[src/dyn_pkg.sv]
// Package of constants and types for the picking dynamics channel mixer.
package dyn_pkg;
    localparam int LEVEL_W = 7;
    localparam int SAMPLE_W = 16;
    localparam int GAIN_W = 7;
    localparam logic [6:0] LEVEL_MAX = 7'h64;
    localparam logic [6:0] THR_LOW_MAX = 7'h63;
    localparam logic [6:0] THR_HIGH_MIN = 7'h01;
    localparam logic [6:0] RESET_LEVEL = 7'h64;
    localparam logic [6:0] RESET_BALANCE = 7'h32;
    localparam logic [6:0] RESET_PEAK = 7'h00;
    localparam int ONSET_RATIO_SHIFT = 1;
    localparam int HOLD_TIME_US = 20000;
    localparam int CLK_MHZ = 40;
    localparam int HOLD_CYCLES = HOLD_TIME_US * CLK_MHZ;
    localparam int RELEASE_BASE_CYCLES = 64;
    localparam int SMOOTH_SHIFT = 3;
    localparam int SMOOTH_CYCLES = 16;
    typedef enum logic [1:0] {
        MODE_CHAN_A,
        MODE_CHAN_B,
        MODE_BALANCE
    } dyn_mode_type;
endpackage

[src/dyn_ctrl_if.sv]
// Interface carrying the held picking level between detector and mapper.
`timescale 1ns/10ps
`default_nettype none
interface dyn_ctrl_if;
    import dyn_pkg::*;
    logic [LEVEL_W-1:0] held_level;
    logic new_pick;
    modport src (output held_level, output new_pick);
    modport dst (input held_level, input new_pick);
endinterface
`default_nettype wire

[src/pick_detector.sv]
// Note onset detector with peak capture, hold and release decay.
`timescale 1ns/10ps
`default_nettype none
module pick_detector #(
    parameter int HOLD_CYC = dyn_pkg::HOLD_CYCLES
) (
    input wire logic clk,
    input wire logic sys_rst,
    input wire logic sample_valid,
    input wire logic [dyn_pkg::LEVEL_W-1:0] input_level,
    input wire logic [dyn_pkg::LEVEL_W-1:0] release_rate,
    dyn_ctrl_if.src ctrl
);
    import dyn_pkg::*;

    typedef struct packed {
        logic [LEVEL_W-1:0] peak;
        logic [LEVEL_W-1:0] prev;
        logic [31:0] hold_cnt;
        logic [15:0] rel_cnt;
        logic pick;
    } det_state_type;

    det_state_type st_r;
    det_state_type st_nxt;
    logic [15:0] rel_period;

    // Higher release setting decays faster; zero gives the slowest decay.
    assign rel_period = 16'(RELEASE_BASE_CYCLES) *
        16'(LEVEL_MAX - release_rate + 7'h01);

    // A rise above the held level and half again above the previous level marks a fresh pick.
    always_comb begin
        st_nxt = st_r;
        st_nxt.pick = 1'b0;
        if (sample_valid) begin
            st_nxt.prev = input_level;
            // One extra bit, since a loud previous level plus half passes 127.
            if (input_level > st_r.peak &&
                    {1'b0, input_level} > {1'b0, st_r.prev} +
                    8'(st_r.prev >> ONSET_RATIO_SHIFT)) begin
                st_nxt.peak = input_level;
                st_nxt.hold_cnt = 32'(HOLD_CYC);
                st_nxt.pick = 1'b1;
            end
        end
        if (!st_nxt.pick) begin
            if (st_r.hold_cnt != 32'h0) begin
                st_nxt.hold_cnt = st_r.hold_cnt - 32'h1;
                st_nxt.rel_cnt = 16'h0;
            end else if (st_r.peak > input_level) begin
                // Decay only toward the live level, never below it.
                // Counting 0 to period-1 gives exactly one step per period.
                if (st_r.rel_cnt >= rel_period - 16'h1) begin
                    st_nxt.rel_cnt = 16'h0;
                    st_nxt.peak = st_r.peak - 7'h01;
                end else begin
                    st_nxt.rel_cnt = st_r.rel_cnt + 16'h1;
                end
            end
        end
    end

    // State register.
    always_ff @(posedge clk) begin
        if (sys_rst) begin
            st_r <= '0;
        end else begin
            st_r <= st_nxt;
        end
    end

    assign ctrl.held_level = st_r.peak;
    assign ctrl.new_pick = st_r.pick;
endmodule
`default_nettype wire

[src/dyn_gain_map.sv]
// Maps held level through the threshold curve with linear interpolation.
`timescale 1ns/10ps
`default_nettype none
module dyn_gain_map (
    input wire logic clk,
    input wire logic sys_rst,
    dyn_ctrl_if.dst ctrl,
    input wire logic [dyn_pkg::LEVEL_W-1:0] low_threshold,
    input wire logic [dyn_pkg::LEVEL_W-1:0] high_threshold,
    input wire logic [dyn_pkg::LEVEL_W-1:0] soft_value,
    input wire logic [dyn_pkg::LEVEL_W-1:0] loud_value,
    output logic [dyn_pkg::LEVEL_W-1:0] target_r
);
    import dyn_pkg::*;

    typedef struct packed {
        logic [LEVEL_W-1:0] target;
    } map_state_type;

    map_state_type st_r;
    map_state_type st_nxt;
    logic [LEVEL_W-1:0] lo;
    logic [LEVEL_W-1:0] hi;
    logic signed [15:0] span;
    logic signed [15:0] pos;
    logic signed [15:0] diff;
    logic signed [15:0] interp;

    // Clamp thresholds to their ranges; a crossed pair acts as a step.
    assign lo = (low_threshold > THR_LOW_MAX) ? THR_LOW_MAX : low_threshold;
    assign hi = (high_threshold > LEVEL_MAX) ? LEVEL_MAX :
        (high_threshold < THR_HIGH_MIN) ? THR_HIGH_MIN : high_threshold;
    assign span = 16'(hi) - 16'(lo);
    assign pos = 16'(ctrl.held_level) - 16'(lo);
    assign diff = 16'(loud_value) - 16'(soft_value);

    // Interpolation divides by the span; a small divider is fine at 40 MHz.
    always_comb begin
        st_nxt = st_r;
        interp = 16'(soft_value);
        if (ctrl.held_level <= lo) begin
            st_nxt.target = soft_value;
        end else if (ctrl.held_level >= hi) begin
            st_nxt.target = loud_value;
        end else begin
            interp = 16'(soft_value) + 16'((diff * pos) / span);
            st_nxt.target = interp[LEVEL_W-1:0];
        end
    end

    // State register.
    always_ff @(posedge clk) begin
        if (sys_rst) begin
            st_r <= '0;
        end else begin
            st_r <= st_nxt;
        end
    end

    assign target_r = st_r.target;
endmodule
`default_nettype wire

[src/picking_dynamics_channel_mixer.sv]
// Top of the picking dynamics controlled two-channel mixer gain stage.
// What this block does
// - Dynamics on overrides static A/B balance
// - Off/on switch enables or bypasses dynamics
// - Type A modulates A, holds B
// - Type B modulates B, holds A
// - Balance type moves both channels together
// - Soft level 0 to 100 accepted
// - Soft balance 0:100 to 100:0 accepted
// - Loud level 0 to 100 accepted
// - Loud balance 0:100 to 100:0 accepted
// - Level settings single-channel only; balance in balance
// - At or below low threshold: soft value
// - At or above high threshold: loud value
// - Between thresholds vary continuously
// - Capture and hold peak at note onset
// - Release sets falling response speed
// - Re-evaluate at every new pick
`timescale 1ns/10ps
`default_nettype none
module picking_dynamics_channel_mixer #(
    parameter int HOLD_CYC = dyn_pkg::HOLD_CYCLES
) (
    input wire logic clk,
    input wire logic sys_rst,
    input wire logic sample_valid,
    input wire logic [dyn_pkg::LEVEL_W-1:0] input_level,
    input wire logic signed [dyn_pkg::SAMPLE_W-1:0] chan_a_in,
    input wire logic signed [dyn_pkg::SAMPLE_W-1:0] chan_b_in,
    input wire logic dyn_enable,
    input wire dyn_pkg::dyn_mode_type dyn_type,
    input wire logic [dyn_pkg::LEVEL_W-1:0] static_chan_balance,
    input wire logic [dyn_pkg::LEVEL_W-1:0] chan_a_volume,
    input wire logic [dyn_pkg::LEVEL_W-1:0] chan_b_volume,
    input wire logic [dyn_pkg::LEVEL_W-1:0] soft_level,
    input wire logic [dyn_pkg::LEVEL_W-1:0] soft_balance,
    input wire logic [dyn_pkg::LEVEL_W-1:0] loud_level,
    input wire logic [dyn_pkg::LEVEL_W-1:0] loud_balance,
    input wire logic [dyn_pkg::LEVEL_W-1:0] low_threshold,
    input wire logic [dyn_pkg::LEVEL_W-1:0] high_threshold,
    input wire logic [dyn_pkg::LEVEL_W-1:0] release_rate,
    output logic signed [dyn_pkg::SAMPLE_W-1:0] mix_out,
    output logic mix_valid,
    output logic [dyn_pkg::LEVEL_W-1:0] gain_a_out,
    output logic [dyn_pkg::LEVEL_W-1:0] gain_b_out,
    output logic [dyn_pkg::LEVEL_W-1:0] held_level_out,
    output logic new_pick_out
);
    import dyn_pkg::*;

    typedef struct packed {
        logic [LEVEL_W-1:0] gain_a;
        logic [LEVEL_W-1:0] gain_b;
        logic [LEVEL_W-1:0] goal_a;
        logic [LEVEL_W-1:0] goal_b;
        logic [4:0] smooth_cnt;
        logic signed [SAMPLE_W-1:0] mix;
        logic mix_vld;
    } top_state_type;

    top_state_type st_r;
    top_state_type st_nxt;
    dyn_ctrl_if ctrl_bus ();
    logic [LEVEL_W-1:0] soft_sel;
    logic [LEVEL_W-1:0] loud_sel;
    logic [LEVEL_W-1:0] target;
    logic signed [31:0] prod_a;
    logic signed [31:0] prod_b;
    logic signed [31:0] sum_ab;

    // Clamp a setting to the 0..100 scale.
    function automatic logic [LEVEL_W-1:0] clamp100(
        input logic [LEVEL_W-1:0] v
    );
        return (v > LEVEL_MAX) ? LEVEL_MAX : v;
    endfunction

    // Step a gain one unit toward its goal, the smoothing primitive.
    function automatic logic [LEVEL_W-1:0] step_to(
        input logic [LEVEL_W-1:0] cur,
        input logic [LEVEL_W-1:0] goal
    );
        if (cur < goal) begin
            return cur + 7'h01;
        end else if (cur > goal) begin
            return cur - 7'h01;
        end
        return cur;
    endfunction

    pick_detector #(
        .HOLD_CYC(HOLD_CYC)
    ) u_det (
        .clk(clk),
        .sys_rst(sys_rst),
        .sample_valid(sample_valid),
        .input_level(input_level),
        .release_rate(clamp100(release_rate)),
        .ctrl(ctrl_bus)
    );

    // Only the settings that match the type feed the curve.
    always_comb begin
        if (dyn_type == MODE_BALANCE) begin
            soft_sel = clamp100(soft_balance);
            loud_sel = clamp100(loud_balance);
        end else begin
            soft_sel = clamp100(soft_level);
            loud_sel = clamp100(loud_level);
        end
    end

    dyn_gain_map u_map (
        .clk(clk),
        .sys_rst(sys_rst),
        .ctrl(ctrl_bus),
        .low_threshold(low_threshold),
        .high_threshold(high_threshold),
        .soft_value(soft_sel),
        .loud_value(loud_sel),
        .target_r(target)
    );

    // Goals per channel; balance value counts toward channel B.
    always_comb begin
        st_nxt = st_r;
        st_nxt.mix_vld = sample_valid;
        if (!dyn_enable) begin
            // Bypass: static balance and channel volumes rule.
            st_nxt.goal_a = 7'(({7'h0, clamp100(chan_a_volume)} *
                {7'h0, LEVEL_MAX - clamp100(static_chan_balance)})
                / 14'(LEVEL_MAX));
            st_nxt.goal_b = 7'(({7'h0, clamp100(chan_b_volume)} *
                {7'h0, clamp100(static_chan_balance)}) / 14'(LEVEL_MAX));
        end else begin
            case (dyn_type)
                MODE_CHAN_A: begin
                    st_nxt.goal_a = target;
                    st_nxt.goal_b = clamp100(chan_b_volume);
                end
                MODE_CHAN_B: begin
                    st_nxt.goal_a = clamp100(chan_a_volume);
                    st_nxt.goal_b = target;
                end
                default: begin
                    st_nxt.goal_a = LEVEL_MAX - target;
                    st_nxt.goal_b = target;
                end
            endcase
        end
        // Gains walk toward goals at a limited rate to avoid zipper noise.
        if (st_r.smooth_cnt == 5'(SMOOTH_CYCLES - 1)) begin
            st_nxt.smooth_cnt = 5'h00;
            st_nxt.gain_a = step_to(st_r.gain_a, st_r.goal_a);
            st_nxt.gain_b = step_to(st_r.gain_b, st_r.goal_b);
        end else begin
            st_nxt.smooth_cnt = st_r.smooth_cnt + 5'h01;
        end
        if (sample_valid) begin
            st_nxt.mix = sum_ab[SAMPLE_W-1:0];
        end
    end

    // Scale each channel by gain/128 and sum; saturate the result.
    assign prod_a = 32'(chan_a_in) * $signed({25'h0, st_r.gain_a});
    assign prod_b = 32'(chan_b_in) * $signed({25'h0, st_r.gain_b});
    always_comb begin
        sum_ab = (prod_a + prod_b) >>> 7;
        if (sum_ab > 32'sh00007FFF) begin
            sum_ab = 32'sh00007FFF;
        end else if (sum_ab < -32'sh00008000) begin
            sum_ab = -32'sh00008000;
        end
    end

    // State register.
    always_ff @(posedge clk) begin
        if (sys_rst) begin
            st_r <= '0;
            st_r.gain_a <= RESET_LEVEL;
            st_r.gain_b <= RESET_LEVEL;
            st_r.goal_a <= RESET_LEVEL;
            st_r.goal_b <= RESET_LEVEL;
        end else begin
            st_r <= st_nxt;
        end
    end

    assign mix_out = st_r.mix;
    assign mix_valid = st_r.mix_vld;
    assign gain_a_out = st_r.gain_a;
    assign gain_b_out = st_r.gain_b;
    assign held_level_out = ctrl_bus.held_level;
    assign new_pick_out = ctrl_bus.new_pick;
endmodule
`default_nettype wire

[config.mk]
export PLATFORM = sky130hd
export DESIGN_NAME = picking_dynamics_channel_mixer
export DESIGN_NICKNAME = d
export VERILOG_FILES = /design/src/dyn_pkg.sv /design/src/dyn_ctrl_if.sv /design/src/pick_detector.sv /design/src/dyn_gain_map.sv /design/src/picking_dynamics_channel_mixer.sv
export SDC_FILE = /design/constraint.sdc
export NUM_CORES = 2
export LEC_CHECK = 0
export BUFFER_PORTS_ARGS = -buffer_cell sky130_fd_sc_hd__buf_2
export CORE_MARGIN = 5
export CORE_UTILIZATION = 35
export DETAILED_ROUTE_END_ITERATION = 7
export GPL_TIMING_DRIVEN = 0
export PLACE_DENSITY = 0.62
export REMOVE_ABC_BUFFERS = 1
export SYNTH_ARGS = -nofsm -noshare
export SYNTH_HDL_FRONTEND = slang
export SYNTH_SLANG_ARGS = --single-unit
export TNS_END_PERCENT = 20
[constraint.sdc]
create_clock -name clk -period 46.8 [get_ports clk]
set_input_delay 4.68 -clock clk [delete_from_list [all_inputs] [get_ports clk]]
set_output_delay 4.68 -clock clk [all_outputs]
set_load 0.1 [all_outputs]
==> out/metrics.cfg <==
[logic_synthesis]
async_reset_ff_share_pct=0
syn_area_sq_um=32340
synth_top_cell_by_area=fa_1
ys_seq_elements=120
ys_top_cells_by_area=fa_1, ha_1, dfxtp_1
synth_edf_count=0
yosysUniqueCellTypes=116
synth_top_area_share_pct=20.30
yosys_most_used_dff=dfxtp_1
postSynthCellCount=4062
syn_avg_cell_area_sq_um=7.962
synth_warnings=0
ys_seq_area_share_pct=7.427

[clocking]
cts_made_buffers=17
clk_latency_ps=440
cts_root_buf=clkbuf_16
clk_pin_slew_ps=60
clk_path_buf_depth=2
postCtsHoldBufs=0
cts.sinks=120
cts_tree=done
h-tree-depth=4

[detailed_routing]
wirelength_um=82310
vias=27954
first_iter_violations=1220
met3WireLength_um=3503
routedWlPerCell_um=15.29
routed.top_layer=met4
antenna_left=0
wl_met2_um=38600
drt-met1-wl_um=38940
via_per_inst=5.191
drc=0
drtPass1Iterations=5

[sta]
fin_ws_ps=2169
setup_viol=0
fmax_mhz=22.41
period_share_pct=95.37
finalCriticalPeriod_ps=44630
hold_viol=0
maxSlewHeadroom_pct=23.14
tightest_slew_ps=1141
drv_slew=0
fin_skew_ps=17.53

[global_route]
grt_pass1_vias=27334
antenna_found_initial=1
grt_pass1_wl_um=137600
grt.total_usage_pct=16.49
overflow=0
grt_max_degree=78

[layout]
area_growth_pct=10.94
drive_above_1_share_pct=11.86
final_common_cell=inv_1
final_cell_mix=inv_1, ha_1, nand2_1
nets=5040

[job]
cap_violations=0

[floorplan]
io_pins=154
rows=111
fp.coreArea_sq_um=91660
dieHeight_um=314.0
dieArea_sq_um=98590
floorplan.die.width_um=314.0
initial_core_util_pct=35.29

[worst_setup_path]
crit_fanout=14
cp-end-kind=flop
slowest_delay_ps=570
startpoint_type=input pin
arrival_ps=44960
crit_start=dyn_type[1]
path_class=input pin to flop
critPathMostFrequentCell=o21a_1
cp.required_ps=47130
r2r-start=u_det.ctrl.held_level[0]
cp_slowest_cell=fa_1

[placed_design]
dp_slack_ps=-7894
gp_congestion=0.8702
io_buffers=153
place_hpwl_um=68530

[hold_path]
worstHoldPathType=flop to flop
min_from=u_det.st_r[28]

[status]
outcome=finished clean

-- state kept, by name (all words and copies together), names as in the netlist --
signal and count:
u_det.st_r 55, st_r 19, mix_out 16, gain_a_out 7, gain_b_out 7, u_det.ctrl.held_level 7
u_map.target_r 7, mix_valid 1, u_det.ctrl.new_pick 1
-- timing repair --
item                                   in CTS  in global routing
cloned                                      1                  0
endpoints found under the hold margin       0                  0
gates resized for setup                    48                141
setup endpoints to repair                   7                  7
pin swaps                                   8                 48
buffers inserted                           16                 40
-- logic make-up (layout without fill, tap and decap cells) --
logic type	Yosys count	count (layout)	share of synthesized area, %
and+or+nand+nor	1360	1361	20.66
buffers and inverters	699	799	8.665
other	1	37	0.01159
DFF	120	120	7.427
adders and majority gates	742	742	36.30
xor gates and xnor gates	217	217	5.923
AOI/OAI and AO/OA	841	841	18.32
muxes	82	82	2.692
-- area by class of cell --
class                      count  area (sq um)
fill                        9430         55780
multi-input combinational   3279         28020
sequential                   120          2402
inverter                     552          2077
tap                         1186          1484
timing repair buffer         215          1323
clock buffer                  17         425.4
clock inverter                15         147.6
antenna                        1         2.502
-- synthesized netlist by cell type, drive strengths merged (13+ instances only) --
cell type,number
a211o,16
a211oi,53
a21boi,19
a21o,87
a21oi,178
a31oi,34
and2,181
and3,16
buf,52
clkbuf,95
dfxtp,120
fa,328
ha,412
inv,552
mux2,37
mux2i,45
nand2,347
nand2b,55
nand3,61
nand4,34
nor2,337
nor2b,49
nor3,150
nor4,23
o211ai,13
o21a,101
o21ai,153
o21bai,15
o311ai,14
o31ai,24
or2,28
or3,33
xnor2,150
xor2,67
-- stage by stage --
stage                     std cells  cell area, sq um  setup TNS [ps]  utilization [%]  hold WS [ps]
after floorplan                3950             31740               0                -         425.7
after global placement         5289             33990          -57090            37.09         445.4
after detailed placement       5295             34120          -49800            37.22         450.6
after CTS                      5344             35030               0            38.21         459.3
after global routing           5385             35880          -724.7            39.15         501.9
final                          5385             35880               0            39.15         457.4
-- worst paths after layout --
| kind | to | slack, ps | depth (start not counted) |
|---|---|---|---|
| setup / recovery | u_map.target_r[6] | 2170 | 226 |
| hold / removal | u_det.st_r[28] | 460 | 2 |
| setup reg to reg | u_map.target_r[6] | 6570 | 224 |
| hold reg to reg | u_det.st_r[28] | 460 | 2 |
-- per-layer routing --
layer,global-route usage (%),vias up
met2,27.97,465
li1,-,14004
met3,2.429,89
met5,0,-
met1,22.60,13396
met4,3.117,0
-- worst max-delay path: cells and delay by family --
family	cells	cell delay [ps]
compound gates	123	21700
mux	3	820
simple gates	52	7000
xor+xnor	4	590
buf+inv	20	2390
fa+ha+maj	24	7680
Power is not shown: default switching activity piles up to over one toggle a cycle in this logic, so the estimate is an artifact.
